==> src/ebcid_defines.svh <==
/*
  Constants for the instruction decode and timing block: word width,
  field positions, opcode patterns and cycle counts.
  Assumes it is included by bare name by every file that needs it.
*/
`ifndef EBCID_DEFINES_SVH
`define EBCID_DEFINES_SVH

// ============================================================
// word and timing
`define EBCID_IW        14
`define EBCID_QUAD      4
`define EBCID_PH_FIRST  2'h0
`define EBCID_PH_READ   2'h1
`define EBCID_PH_MOD    2'h2
`define EBCID_PH_LAST   2'h3
`define EBCID_CYC_BASE  2'h1
`define EBCID_CYC_STEP  2'h1
`define EBCID_CYC_ZERO  2'h0

// ============================================================
// field positions
`define EBCID_OP_MSB    13
`define EBCID_BOP_LSB   8
`define EBCID_TOP_LSB   10
`define EBCID_D_POS     7
`define EBCID_F_MSB     6
`define EBCID_B_MSB     9
`define EBCID_B_LSB     7
`define EBCID_OFS_N_POS 6
`define EBCID_INC_N_POS 2

// ============================================================
// opcode patterns
`define EBCID_OP_CTRL0     7'h00
`define EBCID_OP_SUB_CALL  3'h4
`define EBCID_OP_ABS_JUMP  3'h5
`define EBCID_OP_REL_JUMP  5'h19
`define EBCID_OP_EXIT_LIT  6'h34
`define EBCID_OP_SUB_RET   14'h0008
`define EBCID_OP_INT_EXIT  14'h0009
`define EBCID_OP_SUB_ACC   14'h000A
`define EBCID_OP_ACC_JUMP  14'h000B
`define EBCID_OP_DEC_SKIP  6'h0B
`define EBCID_OP_INC_SKIP  6'h0F
`define EBCID_OP_CLEAR     6'h01
`define EBCID_OP_ADD_CY    6'h3D
`define EBCID_OP_SUB_BW    6'h3B
`define EBCID_OP_SH_LEFT   6'h35
`define EBCID_OP_SH_RIGHT  6'h36
`define EBCID_OP_SH_ARITH  6'h37
`define EBCID_OP_PTR_INC   10'h001
`define EBCID_OP_PTR_OFS   7'h62
`define EBCID_OP_PTR_IDX   7'h7E
`define EBCID_IND_BASE     6'h00

`endif

==> src/ebcid_pkg.sv <==
/*
  Types shared by the decode block: format group, sequencer state and
  the decoded instruction record.
  Assumes nothing of its surroundings.
*/
package ebcid_pkg;

  typedef enum logic [1:0] {
    EBCID_FMT_BYTE,
    EBCID_FMT_BIT,
    EBCID_FMT_LIT
  } ebcid_fmt_t;

  typedef enum logic [1:0] {
    EBCID_ST_NOP,
    EBCID_ST_IND,
    EBCID_ST_EXEC
  } ebcid_st_t;

  typedef struct packed {
    ebcid_fmt_t  fmt;
    logic [5:0]  opcode;
    logic        dest;
    logic [6:0]  faddr;
    logic [2:0]  bitpos;
    logic [7:0]  k8;
    logic [10:0] k11;
    logic [8:0]  k9;
    logic [6:0]  k7;
    logic [4:0]  k5;
    logic [5:0]  k6;
    logic        ptr_n;
    logic [1:0]  ptr_mode;
    logic        file_op;
    logic        wr_file;
    logic        wr_acc;
    logic        jump;
    logic        test_skip;
    logic        ind;
    logic        ind_n;
  } ebcid_dec_t;

endpackage

==> src/ebcid_quad_div.sv <==
/*
  Divides the oscillator clock into the four phases of one
  instruction cycle and flags the last phase.
  Assumes one free-running clock and an asynchronous low reset.
*/
`timescale 1ns/10ps
`include "ebcid_defines.svh"

module ebcid_quad_div (
  // clock and reset
  input  wire logic       i_sys_clk,
  input  wire logic       i_rst_n,
  // phase
  output logic [1:0]      o_phase,
  output logic            o_q_end
);

  logic [1:0] phase_r;

  // ============================================================
  // phase counter
  // a two-bit counter wraps after exactly four clocks
  always_ff @(posedge i_sys_clk or negedge i_rst_n) begin
    if (!i_rst_n) begin
      phase_r <= `EBCID_PH_FIRST;
    end else begin
      phase_r <= phase_r + `EBCID_CYC_STEP;
    end
  end

  assign o_phase = phase_r;
  assign o_q_end = (phase_r == `EBCID_PH_LAST);

endmodule // ebcid_quad_div

==> src/ebcid_field_dec.sv <==
/*
  Pure combinational decode of one instruction word into format,
  operand fields and control flags.
  Assumes the word is stable while it is sampled.
*/
`timescale 1ns/10ps
`include "ebcid_defines.svh"

module ebcid_field_dec
  import ebcid_pkg::*;
(
  // word
  input  wire logic [13:0] i_word,
  // decoded record
  output ebcid_dec_t       o_dec
);

  logic [5:0] op6;
  logic       ctrl0, hi_byte, is_byte, is_bit, bit_test, clr_acc;
  logic       ptr_inc, ptr_ofs, jmp, skp, fop;

  // ============================================================
  // format groups
  // don't-care bits ignored
  // only fixed opcode bits are compared; don't-care bits never reach
  assign op6      = i_word[`EBCID_OP_MSB:`EBCID_BOP_LSB];
  assign ctrl0    = (i_word[13:7] == `EBCID_OP_CTRL0);
  assign hi_byte  = (op6 == `EBCID_OP_ADD_CY)  | (op6 == `EBCID_OP_SUB_BW)
                  | (op6 == `EBCID_OP_SH_LEFT) | (op6 == `EBCID_OP_SH_RIGHT)
                  | (op6 == `EBCID_OP_SH_ARITH);
  assign is_byte  = ((i_word[13:12] == 2'h0) & ~ctrl0) | hi_byte;
  assign is_bit   = (i_word[13:12] == 2'h1);
  assign bit_test = is_bit & i_word[11];
  // clear of the accumulator has no file operand
  assign clr_acc  = (op6 == `EBCID_OP_CLEAR) & ~i_word[`EBCID_D_POS];
  assign ptr_inc  = (i_word[13:4] == `EBCID_OP_PTR_INC);
  assign ptr_ofs  = (i_word[13:7] == `EBCID_OP_PTR_OFS)
                  | (i_word[13:7] == `EBCID_OP_PTR_IDX);

  // ============================================================
  // flow control
  // flow changes
  assign jmp = (i_word[13:11] == `EBCID_OP_SUB_CALL)
             | (i_word[13:11] == `EBCID_OP_ABS_JUMP)
             | (i_word[13:9]  == `EBCID_OP_REL_JUMP)
             | (op6 == `EBCID_OP_EXIT_LIT)
             | (i_word == `EBCID_OP_SUB_RET)
             | (i_word == `EBCID_OP_INT_EXIT)
             | (i_word == `EBCID_OP_SUB_ACC)
             | (i_word == `EBCID_OP_ACC_JUMP);
  assign skp = bit_test | (op6 == `EBCID_OP_DEC_SKIP)
             | (op6 == `EBCID_OP_INC_SKIP);
  assign fop = (is_byte & ~clr_acc) | is_bit;

  // ============================================================
  // record
  assign o_dec.fmt      = is_byte ? EBCID_FMT_BYTE :
                          is_bit  ? EBCID_FMT_BIT  : EBCID_FMT_LIT;
  assign o_dec.opcode   = is_bit ? {2'h0, i_word[13:10]} : op6;
  assign o_dec.dest     = i_word[`EBCID_D_POS];
  assign o_dec.faddr    = i_word[`EBCID_F_MSB:0];
  assign o_dec.bitpos   = i_word[`EBCID_B_MSB:`EBCID_B_LSB];
  assign o_dec.k8       = i_word[7:0];
  assign o_dec.k11      = i_word[10:0];
  assign o_dec.k9       = i_word[8:0];
  assign o_dec.k7       = i_word[6:0];
  assign o_dec.k5       = i_word[4:0];
  assign o_dec.k6       = i_word[5:0];
  assign o_dec.ptr_n    = (ptr_inc & i_word[`EBCID_INC_N_POS])
                        | (ptr_ofs & i_word[`EBCID_OFS_N_POS]);
  assign o_dec.ptr_mode = ptr_inc ? i_word[1:0] : 2'h0;
  assign o_dec.file_op  = fop;
  assign o_dec.wr_file  = (is_byte & fop & i_word[`EBCID_D_POS])
                        | (is_bit & ~bit_test);
  assign o_dec.wr_acc   = is_byte & ~i_word[`EBCID_D_POS];
  assign o_dec.jump     = jmp;
  assign o_dec.test_skip = skp;
  assign o_dec.ind      = fop & (i_word[6:1] == `EBCID_IND_BASE);
  assign o_dec.ind_n    = i_word[0];

endmodule // ebcid_field_dec

==> src/ebcid_core.sv <==
/*
  Instruction decode and cycle sequencer of an 8-bit core: takes a
  fresh 14-bit word at the end of each fetch cycle, decodes it, and
  drives read, write and cycle-type strobes in the four phases.
  Assumes the word and the datapath skip result are valid on the
  clock edge that ends phase 3.
*/
// Summary of operation
// - one 14-bit word per instruction holds opcode and all operands
// - every word falls into byte, bit or literal-and-control group
// - instructions take one instruction cycle unless listed otherwise
// - both subroutine call forms take two instruction cycles
// - subroutine return, literal return and interrupt exit take two
// - jumps and taken skips take two instruction cycles
// - indirect access to program memory adds one cycle
// - one instruction cycle is four clocks
// - file operands are read before being modified and written back
// - destination bit 0 writes accumulator, 1 writes file register
// - file address is seven bits, 0x00 to 0x7F
// - bit group carries a three-bit bit position
// - literal width follows the format: 8, 11, 9, 7, 5 or 6 bits
// - a one-bit field chooses pointer 0 or pointer 1
// - a two-bit field chooses pre or post increment or decrement
// - don't-care bits never change the operation
// - the second cycle of a jump or taken skip is a no-operation
`timescale 1ns/10ps
`include "ebcid_defines.svh"

module ebcid_core
  import ebcid_pkg::*;
(
  // clock and reset
  input  wire logic        i_sys_clk,
  input  wire logic        i_rst_n,
  // fetch side
  input  wire logic [13:0] i_instr,
  // datapath side
  input  wire logic        i_skip_true,
  input  wire logic [1:0]  i_ptr_pgm,
  // timing
  output logic [1:0]       o_phase,
  output logic             o_take,
  output logic [1:0]       o_cycles,
  // decoded word
  output ebcid_dec_t       o_dec,
  // cycle type
  output logic             o_exec,
  output logic             o_ind_cyc,
  output logic             o_nop_cyc,
  // file and accumulator strobes
  output logic             o_rd_file,
  output logic             o_wr_file,
  output logic             o_wr_acc
);

  logic [1:0] phase_w;
  logic       q_end_w;
  ebcid_dec_t in_dec_w;
  ebcid_dec_t dec_r;
  ebcid_st_t  state_r, state_nxt;
  logic       redirect_w, fetch_w, in_ind_w, skip_hit_w;
  logic       take_r, ex_r, ind_r, nop_r;
  logic       rd_r, wf_r, wa_r;
  logic [1:0] cyc_r, cyc_nxt;
  logic       rd_nxt, wf_nxt, wa_nxt;

  // ============================================================
  // phase divider
  // four clocks per cycle
  ebcid_quad_div u_div (
    .i_sys_clk (i_sys_clk),
    .i_rst_n   (i_rst_n),
    .o_phase   (phase_w),
    .o_q_end   (q_end_w)
  );

  // ============================================================
  // word decode
  // whole word decoded at once
  ebcid_field_dec u_fld (
    .i_word (i_instr),
    .o_dec  (in_dec_w)
  );

  // ============================================================
  // sequencing terms
  // a true test turns the next cycle into a flush
  assign skip_hit_w = dec_r.test_skip & i_skip_true;
  // calls, returns and jumps always redirect
  assign redirect_w = dec_r.jump | skip_hit_w;
  assign fetch_w    = q_end_w & ((state_r == EBCID_ST_NOP)
                    | ((state_r == EBCID_ST_EXEC) & ~redirect_w));
  // pointer aimed at program memory costs a cycle
  assign in_ind_w   = in_dec_w.ind & i_ptr_pgm[in_dec_w.ind_n];

  // ============================================================
  // next state
  always_comb begin
    state_nxt = state_r;
    if (q_end_w) begin
      case (state_r)
        EBCID_ST_NOP: begin
          state_nxt = in_ind_w ? EBCID_ST_IND : EBCID_ST_EXEC;
        end
        EBCID_ST_IND: begin
          state_nxt = EBCID_ST_EXEC;
        end
        EBCID_ST_EXEC: begin
          // the redirect cycle executes as a no-operation
          if (redirect_w) begin
            state_nxt = EBCID_ST_NOP;
          end else begin
            state_nxt = in_ind_w ? EBCID_ST_IND : EBCID_ST_EXEC;
          end
        end
        default: begin
          state_nxt = EBCID_ST_NOP;
        end
      endcase
    end
  end

  // ============================================================
  // cycle count of the current instruction
  always_comb begin
    cyc_nxt = cyc_r;
    if (fetch_w) begin
      // one cycle plus any listed extras
      cyc_nxt = `EBCID_CYC_BASE
              + (in_ind_w ? `EBCID_CYC_STEP : `EBCID_CYC_ZERO)
              + (in_dec_w.jump ? `EBCID_CYC_STEP : `EBCID_CYC_ZERO);
    end else if (q_end_w & (state_r == EBCID_ST_EXEC) & skip_hit_w) begin
      // skip taken adds the flush cycle
      cyc_nxt = cyc_r + `EBCID_CYC_STEP;
    end
  end

  // ============================================================
  // strobes, one phase ahead so the outputs are flops
  // read in phase 1 even for write-only operands
  assign rd_nxt = (state_r == EBCID_ST_EXEC) & (phase_w == `EBCID_PH_FIRST)
                & dec_r.file_op;
  // destination bit picks the write target in phase 3
  assign wf_nxt = (state_r == EBCID_ST_EXEC) & (phase_w == `EBCID_PH_MOD)
                & dec_r.wr_file;
  assign wa_nxt = (state_r == EBCID_ST_EXEC) & (phase_w == `EBCID_PH_MOD)
                & dec_r.wr_acc;

  // ============================================================
  // state and decoded word
  always_ff @(posedge i_sys_clk or negedge i_rst_n) begin
    if (!i_rst_n) begin
      state_r <= EBCID_ST_NOP;
      dec_r   <= '0;
      cyc_r   <= `EBCID_CYC_ZERO;
    end else begin
      state_r <= state_nxt;
      cyc_r   <= cyc_nxt;
      // record latched only on a fetch
      if (fetch_w) begin
        dec_r <= in_dec_w;
      end
    end
  end

  // ============================================================
  // registered outputs
  always_ff @(posedge i_sys_clk or negedge i_rst_n) begin
    if (!i_rst_n) begin
      take_r <= 1'b0;
      ex_r   <= 1'b0;
      ind_r  <= 1'b0;
      nop_r  <= 1'b1;
      rd_r   <= 1'b0;
      wf_r   <= 1'b0;
      wa_r   <= 1'b0;
    end else begin
      take_r <= fetch_w;
      ex_r   <= (state_nxt == EBCID_ST_EXEC);
      ind_r  <= (state_nxt == EBCID_ST_IND);
      nop_r  <= (state_nxt == EBCID_ST_NOP);
      rd_r   <= rd_nxt;
      wf_r   <= wf_nxt;
      wa_r   <= wa_nxt;
    end
  end

  // fields leave as extracted; wide record costs flops but no muxing
  // field set
  assign o_dec     = dec_r;
  assign o_phase   = phase_w;
  assign o_take    = take_r;
  assign o_cycles  = cyc_r;
  assign o_exec    = ex_r;
  assign o_ind_cyc = ind_r;
  assign o_nop_cyc = nop_r;
  assign o_rd_file = rd_r;
  assign o_wr_file = wf_r;
  assign o_wr_acc  = wa_r;
endmodule // ebcid_core

==> config.mk <==
export PLATFORM = sky130hd
export DESIGN_NAME = ebcid_core
export DESIGN_NICKNAME = d
export VERILOG_FILES = /design/src/ebcid_pkg.sv /design/src/ebcid_quad_div.sv /design/src/ebcid_field_dec.sv /design/src/ebcid_core.sv
export VERILOG_INCLUDE_DIRS = /design/src
export SDC_FILE = /design/constraint.sdc
export NUM_CORES = 1
export LEC_CHECK = 0
export BUFFER_PORTS_ARGS = -buffer_cell sky130_fd_sc_hd__buf_2
export CORE_UTILIZATION = 48
export CTS_BUF_LIST = sky130_fd_sc_hd__clkbuf_4
export DETAILED_ROUTE_END_ITERATION = 10
export GPL_TIMING_DRIVEN = 0
export PLACE_DENSITY = 0.86
export REMOVE_ABC_BUFFERS = 1
export SYNTH_ARGS = -nofsm -noshare
export SYNTH_HDL_FRONTEND = slang
export SYNTH_SLANG_ARGS = --single-unit
==> constraint.sdc <==
create_clock -name i_sys_clk -period 1.9 [get_ports i_sys_clk]
set_input_delay 0.19 -clock i_sys_clk [delete_from_list [all_inputs] [get_ports i_sys_clk]]
set_output_delay 0.19 -clock i_sys_clk [all_outputs]
set_load 0.005 [all_outputs]
; ---- Yosys cells after proc, flatten, opt, wreduce, memory -nomap -nowiden
; Index checks and enable logic that the tools add are counted.
; W data, S select, Z words.
[word_totals]
reg_bits = 81
inputBits = 19
out_inout_bits = 86
word_cells = 128
[classes]
addsub = 4
magnitude_cmp = 1
eq_ne = 26
n_mux = 14
n_bitwise = 47
reduce_logical = 7
[op_table]
columns = cell, n
row1 = $eq A14 B4 Y1 const B, 4
row2 = $eq A6 B6 Y1 const B, 6
row3 = $and A1 B1 Y1, 22
row4 = $or A1 B1 Y1, 20
row5 = $mux W2, 8
row6 = $eq A7 B7 Y1 const B, 2
row7 = $eq A6 B4 Y1 const B, 2
row8 = $eq A10 B1 Y1 const B, 1
row9 = $eq A2 B2 Y1 const B, 4
row10 = $logic_not A2 Y1, 4
row11 = $logic_not A7 Y1, 1
row12 = $eq A2 B1 Y1 const B, 3
row13 = $eq A3 B3 Y1 const B, 2
row14 = $eq A6 B1 Y1 const B, 1
row15 = $logic_not A6 Y1, 1
row16 = $mux W6, 1
row17 = $pmux W2 S3, 1
row18 = $eq A5 B5 Y1 const B, 1
row19 = $not A1 Y1, 5
row20 = $add A2 B1 Y2 const B, 2
row21 = $mux W1, 4
row22 = $add A1 B1 Y2 const A, 1
row23 = $add A2 B1 Y2, 1
row24 = $lt A1 B2 Y1 const B, 1
row25 = $reduce_bool A2 Y1, 1

; ---- Depth between registers and ports, before layout
; Gate-level depths: netlist of run 1.
[logic_depth]
ltp_word = 15
mapped_depth = 7
ltp_nobuf = 5

; ---- Modules after synthesis
; Synthesis of run 1 repeated with hierarchy kept, for this count alone.
[hier_totals]
hier_cells = 320
area_unflattened_um2 = 4513.1
[modules_own_cells]
columns = mod, instances, cells_each, area_each_um2, seq_area_each_um2
row1 = ebcid_core, 1, 205, 3653.5, 2153.3
row2 = ebcid_field_dec, 1, 111, 793.3, 0.0
row3 = ebcid_quad_div, 1, 4, 66.3, 50.0

; ---- Worst setup path after synthesis of run 1
; No wires, ideal clock.
[synth_path]
kind = flip-flop to flip-flop
from = reg u_div.phase_r[1] (netlist: u_div.o_phase[1])
to = reg dec_r (netlist bit o_dec[7])
setup_ns = 0.121
arrival_time_ns = 1.453
t_required_ns = 1.779
setup_slack_ns = 0.326
stages_incl_launch_ff = 6
path_buffers = 2
period_less_slack_ns = 1.574
path_cell_list = dfrtp_1 > ha_1 > clkbuf_1 > nand4b_2 > clkbuf_1 > a22o_1
[synth_between]
elab_chain_len = 2
[synth_rtl]
columns = item, line_no
row1 = "start, declared", ebcid_quad_div.sv:18  ; logic [1:0] phase_r;
row2 = "start signal, assigned", ebcid_quad_div.sv:25  ; phase_r <= `EBCID_PH_FIRST;
row3 = "start signal, assigned", ebcid_quad_div.sv:27  ; phase_r <= phase_r + `EBCID_CYC_STEP;
row4 = $eq A2 B2 Y1 (no source line), n/a
row5 = $and A1 B1 Y1, ebcid_core.sv:91  ; assign fetch_w = q_end_w & ((state_r == EBCID_ST_NOP)
row6 = "end signal, assigned", ebcid_core.sv:161  ; dec_r <= in_dec_w;
row7 = "end, declared", ebcid_core.sv:59  ; ebcid_dec_t dec_r;
; Every way passes these cells.
; A chain may end at the register's enable or synchronous reset.

; ---- Worst setup path after layout of run 1
[layout_path]
from = reg state_r[1]
to = reg state_r[1]
[layout_between]
elab_chain_len = 3
elab_cells_between_ends = 5
cone_classes = eq/ne (2) / mux (2) / reduce/logical (1)
[layout_rtl]
columns = item, line_no
row1 = "start, declared", ebcid_core.sv:60  ; ebcid_st_t state_r, state_nxt;
row2 = "start signal, assigned", ebcid_core.sv:157  ; state_r <= state_nxt;
row3 = $eq A2 B2 Y1 (tied with other cells), ebcid_core.sv:101  ; case (state_r)
row4 = $pmux W2 S3, ebcid_core.sv:101
row5 = $mux W2 (*), ebcid_core.sv:100  ; if (q_end_w) begin
row6 = named net state_nxt[1], ebcid_core.sv:60
; Mark *: on every way through the listed nets, which the timed path passes. The rest lies on a longest branch.

==> summary.txt, run 1 <==
Die
  – Initial Utilization: 51.04%
  – Rows: 24
  – DIE WIDTH: 70.75 µm
  – Die area: 5005 µm²
  – IO Pins: 105
  – Die Y: 70.75 µm
  – Core region area: 4444 µm²

Yosys
  – Post-synthesis sequential area ratio: 45.28%
  – Yosys warns: 0
  – Synth Register Bits: 41
  – Syn_area_per_cell: 9.452 µm²
  – Netlist cell types: 47
  – Mapped Cells: 240
  – Synth async-reset ratio: 100.0%
  – Syn Std Cell Area: 2268 µm²
  – Post-synth EDFFs: 0
  – Ys flop type: dfrtp_1

Min path
  – WHS Endpoint: o_dec[52]$_DFFE_PN0P_
  – Worst hold path startpoint: i_instr[4]
  – Hold path depth: 3
  – Worst min path class: input port to flop

Timing
  – Max-slew violations: 0
  – Max_slew headroom: 40.11%
  – Clock Skew: 0.01494 ns
  – Min cycle time layout: 1.764 ns
  – Slew @ Worst Pin: 0.8984 ns
  – Fmax achieved: 0.5668 GHz
  – Hold Vio Cnt, Final: 0
  – Final setup fails: 0
  – Fin crit share: 92.86%
  – RSZ-0062 raised after global routing: false
  – Setup TNS: 0 ns

Power
  – Power Dens Cells: 904.9 nW/µm²
  – Leak: 0.001374 µW
  – Int Pwr: 1555 µW
  – VDD IR max: 0.4623 mV
  – Clock share of power: 18.1%
  – Sequential share of power: 50.6%
  – Sw power: 764.7 µW
  – Gate power share: 31.3%
  – Switching share of power: 32.96%

Clock network
  – # clock sinks: 41
  – Clock Latency Late Sink: 0.35 ns
  – Worst-path clk slew: 0.12 ns
  – CTS Buffer Depth: 2
  – CTS tree: done
  – H-tree depth: 2
  – CTS root buffer: clkbuf_4
  – Num CTS Buffers: 5

Drt
  – Via count: 1,837
  – WL met3: 302 µm
  – Metal-1 WL: 2.094 mm
  – Top layer in use: met4
  – Per-cell routed wire length: 14.06 µm
  – DRC Markers: 8
  – Routed wl met2: 2.398 mm
  – Via-to-Cell Ratio: 5.279
  – DRT iter0 DRCs: 101
  – Final wirelength: 4.892 mm
  – Drt pass-1 iters: 7
  – Final antenna-violating net count: 0

Setup path
  – CP Launch Type: flop
  – Worst-path fanout max: 18
  – Crit path kind: flop to flop
  – Setup crit end kind: flop
  – Crit path arrival time: 2.00 ns
  – FF-to-FF setup slack: 0.14 ns
  – Req. time, crit path: 2.13 ns
  – Reg-to-reg endpoint: state_r[1]$_DFF_PN0_
  – R2R cell count: 4
  – RR Startpoint: state_r[1]$_DFF_PN0_

Global route
  – Largest net degree at the start of global routing: 42
  – Antenna violations before repair: 0
  – Number of global-route vias before repair: 1,635
  – Global-route wire length before repair: 7.852 mm
  – Grt ovf: 0
  – Global Route Usage Sum: 20.28%

Cells and area
  – Most common cell after layout, fill and taps aside: buf_2
  – Fraction of layout instances using a drive strength above 1: 41.89%
  – Final nets: 319
  – Register Area: 1027 µm²
  – Fillers: 403
  – Ant diodes: 0
  – Fin cells: 348
  – Multi-input gate area in the final layout: 860.8 µm²
  – Commonest cells after routing, fill and taps aside: 104 x buf_2, 52 x nand2_1, 40 x dfrtp_1
  – Layout area overhead: 13.02%

Placed design
  – PortBufs: 104
  – Post-detail-place hpwl: 3.278 mm
  – Placed cell count: 338
  – GPL Wtd Cong: 0.7360

Run
  – Total of max-cap violations: 0

Status
  – Status: finished, violations left
  – Failing checks: design-rule violations
logic make-up after synthesis:
family	Yosys count	share of synthesized area, %
simple gates	91	19.91
buf+inv	65	19.19
fa+ha+maj	4	2.206
xor+xnor	2	0.7723
mux	3	1.324
compound gates	34	11.31
flops	41	45.28
cells in the mapped netlist, types with 2 or more instances:
library cell  number  area, µm²
a22o_1             2      17.52
nor3b_1            2      15.01
xor2_1             2      17.52
clkbuf_1           6      22.52
buf_4             48      360.4
nand2_1           52      195.2
nand3_1            5      25.02
a21oi_1            5      25.02
buf_2              3      15.01
dfrtp_1           40       1001
nor3_1             2      10.01
o21ai_0           10      50.05
a31oi_1            2      12.51
a221o_1            2      20.02
mux2i_1            3      30.03
and3_1             3      18.77
nor2_1             9      33.78
or3_1              3      18.77
inv_1              6      22.52
o22ai_1            2      12.51
ha_1               4      50.05
nand2b_1           4      25.02
how the worst max path moves through the flow:
stage	start	end	slack, ns	cells after the start
4_1_cts	u_div.o_phase[1]$_DFF_PN0_	o_dec[9]$_DFFE_PN0P_	0.01	4
3_3_place_gp	u_div.o_phase[0]$_DFF_PN0_	state_r[1]$_DFF_PN0_	-0.91	4
6_report	state_r[1]$_DFF_PN0_	state_r[1]$_DFF_PN0_	0.14	4
3_5_place_dp	u_div.o_phase[0]$_DFF_PN0_	state_r[1]$_DFF_PN0_	-0.95	4
5_1_grt	state_r[1]$_DFF_PN0_	state_r[1]$_DFF_PN0_	0.002	4
2_1_floorplan	u_div.o_phase[0]$_DFF_PN0_	state_r[1]$_DFF_PN0_	-0.31	4
routing by layer:
metal  vias to the layer above  GRT usage (%)
met5                         -              0
met4                         0          6.889
met3                         9          4.701
met2                        81          34.51
met1                       875          25.48
li1                        872              -
cell type report:
type,instances,area share [%]
Multi-Input combinational cell,136,33.58
Tap cell,52,2.538
Sequential cell,41,40.07
Inverter,7,1.220
Clock buffer,6,1.757
Clock inverter,1,0.1464
Timing Repair Buffer,105,20.69
power by group through the flow:
| stage | Sequential, µW | Clock (µW) | Combinational (µW) |
|---|---|---|---|
| after detailed placement | 1190 | 0 | 717 |
| after global routing | 1210 | 467 | 809 |
| after floorplan | 1260 | 0 | 168 |
| final | 1170 | 420 | 726 |
| after CTS | 1180 | 433 | 735 |
| after global placement | 1190 | 0 | 707 |
sequential cells by signal, indices dropped and copies added (netlist names):
| signal | count |
|---|---|
| o_dec | 28 |
| o_exec | 1 |
| state_r | 2 |
| o_wr_acc | 1 |
| o_take | 1 |
| o_wr_file | 1 |
| u_div.o_phase | 2 |
| o_nop_cyc | 1 |
| o_rd_file | 1 |
| o_cycles | 2 |
| o_ind_cyc | 1 |
per-stage QoR:
stage | area (µm²) | setup slack [ns] | power [µW] | hold slack (ns) | utilization, %
2_1_floorplan | 1859 | -0.3136 | 1425 | -0.1056 | -
3_3_place_gp | 2445 | -0.9127 | 1894 | 0.3569 | 55.01
3_5_place_dp | 2445 | -0.9458 | 1912 | 0.3789 | 55.01
4_1_cts | 2561 | 0.01198 | 2347 | 0.04534 | 57.63
5_1_grt | 2564 | 0.002130 | 2485 | 0.06131 | 57.69
6_report | 2564 | 0.1357 | 2320 | 0.05186 | 57.69
critical path, cell delays in order, from the launching register on:
cell and delay (ns):
dfrtp_1 0.50, nand3_1 0.30, nand4b_4 0.31, clkinv_4 0.19, a221o_1 0.35
timing repair:
item / in CTS / in global routing
resized for setup: 5 / 1
setup endpoints to repair: 36 / 3
setup buffers: 0 / 0
pin swaps: 1 / 0
endpoints found under the hold margin: 32 / 0
cloned: 2 / 0
hold buffers: 1 / 0
Note: power is estimated with default switching activity, not from simulation.
==> run 2, diff against run 1 <==
- CORE_UTILIZATION: 48 -> 52
- PLACE_DENSITY: 0.86 -> 0.92
- clock period: 1.9 -> 2.1 ns (I/O delays scaled with it)
==> run 2 against run 1 <==
Non-clock buffer count down 1. Clock skew down 0.0087 ns. Sequential share of layout area rose by 0.56 points. Largest power group unchanged. Die area fell by 7.5%. Global-route usage grew 2.4 points. Final cell count shrank 0.86%. The flow finishes with violations (negative hold slack). Maximum frequency is 11% lower. Final area is 1.4% lower. Sequential power shrank 9%. Total power fell by 8.1%. Register-to-register slack barely moved. Utilization rose by 4.2 points.
==> summary.txt, run 2 (same netlist as run 1, synthesis figures left out) <==
Status
  – Status: finished, violations left
  – Failing checks: negative hold slack

Power
  – VDD IR max: 0.4472 mV (-3.3%)
  – Leak: 0.001375 µW (about the same)
  – Power Total: 2132 µW (-8.1%)
  – Power Dens Cells: 843.2 nW/µm² (-6.8%)

Drt
  – DRC Markers: 0 (-8)
  – Final wirelength: 4.910 mm (+0.37%)
  – Per-cell routed wire length: 14.23 µm (+1.2%)
  – Via count: 1,808 (-1.6%)
  – DRT iter0 DRCs: 66 (-35%)
  – Drt pass-1 iters: 4 (-3)
  – Via-to-Cell Ratio: 5.241 (-0.72%)
  – Final antenna-violating net count: 0 (unchanged)

Timing
  – Hold Vio Cnt, Final: 40 (+40)
  – Max-slew violations: 0 (unchanged)
  – Max_slew headroom: 40.73% (+0.62 points)
  – Clock Skew: 0.006208 ns (-0.008733 ns)
  – Final setup fails: 0 (unchanged)
  – Worst hold margin: -0.02635 ns (-0.07821 ns)
  – Fmax achieved: 0.5054 GHz (-11%)
  – Min cycle time layout: 1.979 ns (+0.2144 ns)
  – Slew @ Worst Pin: 0.8891 ns (-0.009269 ns)
  – RSZ-0062 raised after global routing: false
  – Fin crit share: 94.22% (+1.4 points)

Global route
  – Grt ovf: 0 (unchanged)
  – Global-route wire length before repair: 7.631 mm (-2.8%)
  – Largest net degree at the start of global routing: 42 (unchanged)
  – Global Route Usage Sum: 22.67% (+2.4 points)
  – Number of global-route vias before repair: 1,606 (-1.8%)
  – Antenna violations before repair: 0 (unchanged)

Clock network
  – CTS tree: done
  – CTS Hold Bufs: 0 (-1)
  – CTS root buffer: clkbuf_4
  – Worst-path clk slew: 0.11 ns (about the same)
  – Clock Latency Late Sink: 0.34 ns (about the same)
  – H-tree depth: 2 (unchanged)
  – Num CTS Buffers: 5 (unchanged)
  – CTS Buffer Depth: 2 (unchanged)
  – # clock sinks: 41 (unchanged)

Die
  – Rows: 23 (-4.2%)
  – IO Pins: 105 (unchanged)
  – Core region area: 4086 µm² (-8.1%)
  – Die area: 4631 µm² (-7.5%)
  – Die Y: 68.05 µm (-3.8%)
  – DIE WIDTH: 68.05 µm (-3.8%)
  – Initial Utilization: 55.51% (+4.5 points)

Cells and area
  – Final core utilization: 61.88% (+4.2 points)
  – Multi-input gate area in the final layout: 830.8 µm² (-3.5%)
  – Layout area overhead: 11.47%
  – Ant diodes: 0 (unchanged)
  – Number of flip-flops in the largest register: 28 (unchanged)
  – Fillers: 352 (-13%)
  – Register Area: 1027 µm² (unchanged)
  – Fraction of layout instances using a drive strength above 1: 41.69% (-0.20 points)
  – Most common cell after layout, fill and taps aside: buf_2
  – Commonest cells after routing, fill and taps aside: 104 x buf_2, 52 x nand2_1, 40 x dfrtp_1
  – Final Cell Area: 2529 µm² (-1.4%)
  – Final nets: 317 (-0.63%)

Setup path
  – Critical Path, Cell by Cell: ha_1 -> nand4b_4 -> a2111oi_1 -> a221o_1
  – Crit-path max cell delay: 0.53 ns (+0.03 ns)
  – Req. time, crit path: 2.38 ns (+0.25 ns)
  – CP Launch Type: flop
  – Setup crit end kind: flop
  – Crit path arrival time: 2.26 ns (+0.26 ns)
  – Crit path kind: flop to flop
  – CP max-delay cell: a2111oi_1
  – Worst-path fanout max: 23 (+5)

Placed design
  – PortBufs: 104 (unchanged)
  – Post-detail-place hpwl: 3.450 mm (+5.3%)
  – GPL Wtd Cong: 0.8181 (+11%)
  – Placed inst area: 2442 µm² (-0.10%)

Run
  – Total of max-cap violations: 0 (unchanged)

Min path
  – Worst min path class: input port to async pin
run 2: area by class of cell:
type	instances	share of cell area, %
multi-input combinational	135	32.85
sequential	41	40.62
inverter	7	1.089
tap	50	2.474
timing repair buffer	104	20.58
clock buffer	8	2.375
run 2: per-layer routing:
metal  part of all wire (%)  vias to the layer above  global-route usage (%)
met5                      0                        -                       0
met4                    1.6                        0                   10.68
met3                    8.8                        9                   4.333
met2                     50                      109                   37.50
met1                     40                      826                   28.27
li1                       -                      864                       -
run 2: critical path, delay by kind of cell, from the launching register on:
kind                       cells  cell delay (ns)
AOI/OAI and AO/OA              2             0.72
adders and majority gates      1             0.41
DFF                            1             0.40
and+or+nand+nor                1             0.38
run 2: path summary, 6_finish.rpt:
kind	start	to	slack, ns	cells past startpoint
worst max-delay path	u_div.o_phase[1]$_DFF_PN0_	o_dec[9]$_DFFE_PN0P_	0.12	4
worst min-delay path	i_rst_n	o_ind_cyc$_DFF_PN0_	-0.03	1
worst max register to register	u_div.o_phase[1]$_DFF_PN0_	o_dec[9]$_DFFE_PN0P_	0.12	4
worst min register to register	o_dec[72]$_DFFE_PN0P_	o_dec[72]$_DFFE_PN0P_	0.48	2
max in group asynchronous	i_rst_n	o_dec[71]$_DFFE_PN0P_	1.57	1
min in group i_sys_clk	i_instr[1]	o_dec[49]$_DFFE_PN0P_	0.09	3
run 2: stage by stage:
| stage | setup WS, ns | hold WS [ns] | TNS [ns] | cells |
|---|---|---|---|---|
| floorplan | -0.1136 | -0.08559 | -0.2121 | 182 |
| global placement | -0.6487 | 0.3709 | -9.950 | 336 |
| detailed placement | -0.6943 | 0.3883 | -12.65 | 336 |
| CTS | 0.1282 | 0.005381 | 0 | 345 |
| global route | 0.009086 | 0.03852 | 0 | 345 |
| finish | 0.1213 | -0.02635 | 0 | 345 |
run 2: what timing repair did:
item | 4_1_cts | 5_1_grt
gates resized for setup | 3 | 0
setup buffers | 0 | 0
setup endpoints to repair | 36 | 0
run 2: power by group:
| part | switching, µW | internal, µW | leakage (µW) |
|---|---|---|---|
| clock | 247 | 173 | 0.0000368 |
| combinational | 315 | 336 | 0.000829 |
| sequential | 127 | 935 | 0.000509 |
==> run 3, diff against run 2 <==
- CORE_MARGIN: default -> 2
==> run 3 against run 2 <==
The flow still finishes with violations (negative hold slack). Wire length down 3.2%. First-iteration DRC count up 33%. Clock skew up 0.0034 ns. Global-route usage down 2.3 points. Flip-flop and latch count unchanged. Setup slack better by 0.055 ns. Clock-buffer cell count down 2. Clock power down 11%. Sequential power about the same.
==> summary.txt, run 3 (same netlist as run 1, synthesis figures left out) <==
Status
  – Status: finished, violations left
  – Failing checks: negative hold slack

Global route
  – Grt ovf: 0 (unchanged)
  – Largest net degree at the start of global routing: 42 (unchanged)
  – Antenna violations before repair: 0 (unchanged)
  – Number of global-route vias before repair: 1,543 (-3.9%)
  – Global-route wire length before repair: 7.728 mm (+1.3%)
  – Global Route Usage Sum: 20.33% (-2.3 points)

Power
  – Leak: 0.001367 µW (-0.55%)
  – Power Dens Cells: 828.5 nW/µm² (-1.7%)
  – VDD IR max: 0.6029 mV (+35%)

Timing
  – Hold Vio Cnt, Final: 40 (unchanged)
  – RSZ-0062 raised after global routing: false
  – Slew @ Worst Pin: 0.8925 ns (+0.003361 ns)
  – Final setup fails: 0 (unchanged)
  – Fmax achieved: 0.5198 GHz (+2.9%)
  – Max_slew headroom: 40.50% (-0.22 points)
  – Worst hold margin: -0.01711 ns (+0.009242 ns)
  – Min cycle time layout: 1.924 ns (-0.05491 ns)
  – Fin crit share: 91.61% (-2.6 points)
  – Max-slew violations: 0 (unchanged)
  – Clock Skew: 0.009573 ns (+0.003365 ns)

Cells and area
  – Final Cell Area: 2519 µm² (-0.40%)
  – Most common cell after layout, fill and taps aside: buf_2
  – Ant diodes: 0 (unchanged)
  – Number of flip-flops in the largest register: 28 (unchanged)
  – Fraction of layout instances using a drive strength above 1: 41.16% (-0.54 points)
  – Final nets: 317 (unchanged)
  – Layout area overhead: 11.03%
  – Commonest cells after routing, fill and taps aside: 104 x buf_2, 52 x nand2_1, 40 x dfrtp_1

Placed design
  – PortBufs: 104 (unchanged)
  – Post-detail-place hpwl: 3.339 mm (-3.2%)
  – Placed inst area: 2445 µm² (+0.10%)
  – GPL Wtd Cong: 0.7334 (-10%)

Clock network
  – Num CTS Buffers: 5 (unchanged)
  – # clock sinks: 41 (unchanged)
  – CTS Hold Bufs: 0 (unchanged)
  – H-tree depth: 2 (unchanged)
  – CTS tree: done
  – Worst-path clk slew: 0.11 ns (about the same)
  – Clock Latency Late Sink: 0.34 ns (about the same)
  – CTS Buffer Depth: 2 (unchanged)
  – CTS root buffer: clkbuf_4

Die
  – Die Y: 70.05 µm (+2.9%)
  – Rows: 24 (+4.3%)
  – Initial Utilization: 53.20% (-2.3 points)
  – DIE WIDTH: 70.05 µm (+2.9%)
  – IO Pins: 105 (unchanged)
  – Core region area: 4264 µm² (+4.3%)
  – Die area: 4907 µm² (+6.0%)

Drt
  – Via count: 1,755 (-2.9%)
  – Per-cell routed wire length: 13.74 µm (-3.5%)
  – DRT iter0 DRCs: 88 (+33%)
  – DRC Markers: 0 (unchanged)
  – Final wirelength: 4.754 mm (-3.2%)
  – Drt pass-1 iters: 4 (unchanged)
  – Final antenna-violating net count: 0 (unchanged)
  – Via-to-Cell Ratio: 5.072 (-3.2%)

Setup path
  – Req. time, crit path: 2.33 ns (-0.05 ns)
  – Worst-path fanout max: 23 (unchanged)
  – Family with the most delay on the worst path: flip-flops
  – CP Launch Type: flop
  – Crit path arrival time: 2.16 ns (-0.10 ns)
  – Crit path kind: flop to flop
  – Setup crit end kind: flop
  – WP buf/inv: 1 (+1)
  – Crit-path max cell delay: 0.41 ns (-0.12 ns)
  – CP max-delay cell: dfrtp_1
  – Critical Path, Cell by Cell: ha_1 -> nand4b_4 -> clkinv_2 -> a221o_1

Run
  – Total of max-cap violations: 0 (unchanged)

Min path
  – Worst min path class: input port to async pin
[run 3: cell types whose count changed in the layout (fill, tap and decap cells not counted), sizes merged]
cell	before	now
clkbuf	8	6
clkinv	1	2
[run 3: worst paths after layout]
kind	start	end	slack (ns)	cells past startpoint
setup / recovery	u_div.o_phase[0]$_DFF_PN0_	state_r[1]$_DFF_PN0_	0.18	4
hold / removal	i_rst_n	o_dec[2]$_DFFE_PN0P_	-0.02	1
setup reg to reg	u_div.o_phase[0]$_DFF_PN0_	state_r[1]$_DFF_PN0_	0.18	4
hold reg to reg	o_dec[73]$_DFFE_PN0P_	o_dec[73]$_DFFE_PN0P_	0.49	2
max in group asynchronous	i_rst_n	o_dec[5]$_DFFE_PN0P_	1.57	1
min in group i_sys_clk	i_instr[2]	o_dec[50]$_DFFE_PN0P_	0.08	3
[run 3: area by class of cell]
cell class	count	area [µm²]
fill	376	1745
sequential	41	1027
multi-input combinational	135	829.5
timing repair buffer	104	520.5
tap	52	65.06
clock buffer	6	45.04
inverter	7	27.53
clock inverter	1	3.754
[run 3: through the flow]
step	setup TNS, ns	std cells	utilization [%]	setup slack, ns	total power, µW
final	0	346	59.07	0.1762	2087
after global routing	0	346	59.07	0.03156	2241
after CTS	0	346	59.07	0.1670	2120
after detailed placement	-12.68	338	57.34	-0.7287	1735
after global placement	-11.94	338	57.34	-0.7095	1711
after floorplan	-0.2121	182	-	-0.1136	1289
[run 3: power by group]
part | switching, µW | total [µW] | leakage (µW) | internal, µW
clock | 238 | 372 | 0.0000292 | 135
combinational | 317 | 654 | 0.000829 | 336
sequential | 126 | 1060 | 0.000509 | 935
[run 3: per-layer routing]
metal	part of all wire (%)	vias up	global-route usage [%]
met1	43	812	27.14
met5	0	-	0
met2	48	75	32.70
met3	7.5	4	5.195
li1	-	864	-
met4	1.1	0	6.197
[run 3: what timing repair did]
item | in CTS | in global routing
resized for setup | 2 | 0
endpoints found under the setup margin | 36 | 0
setup buffers | 0 | 0
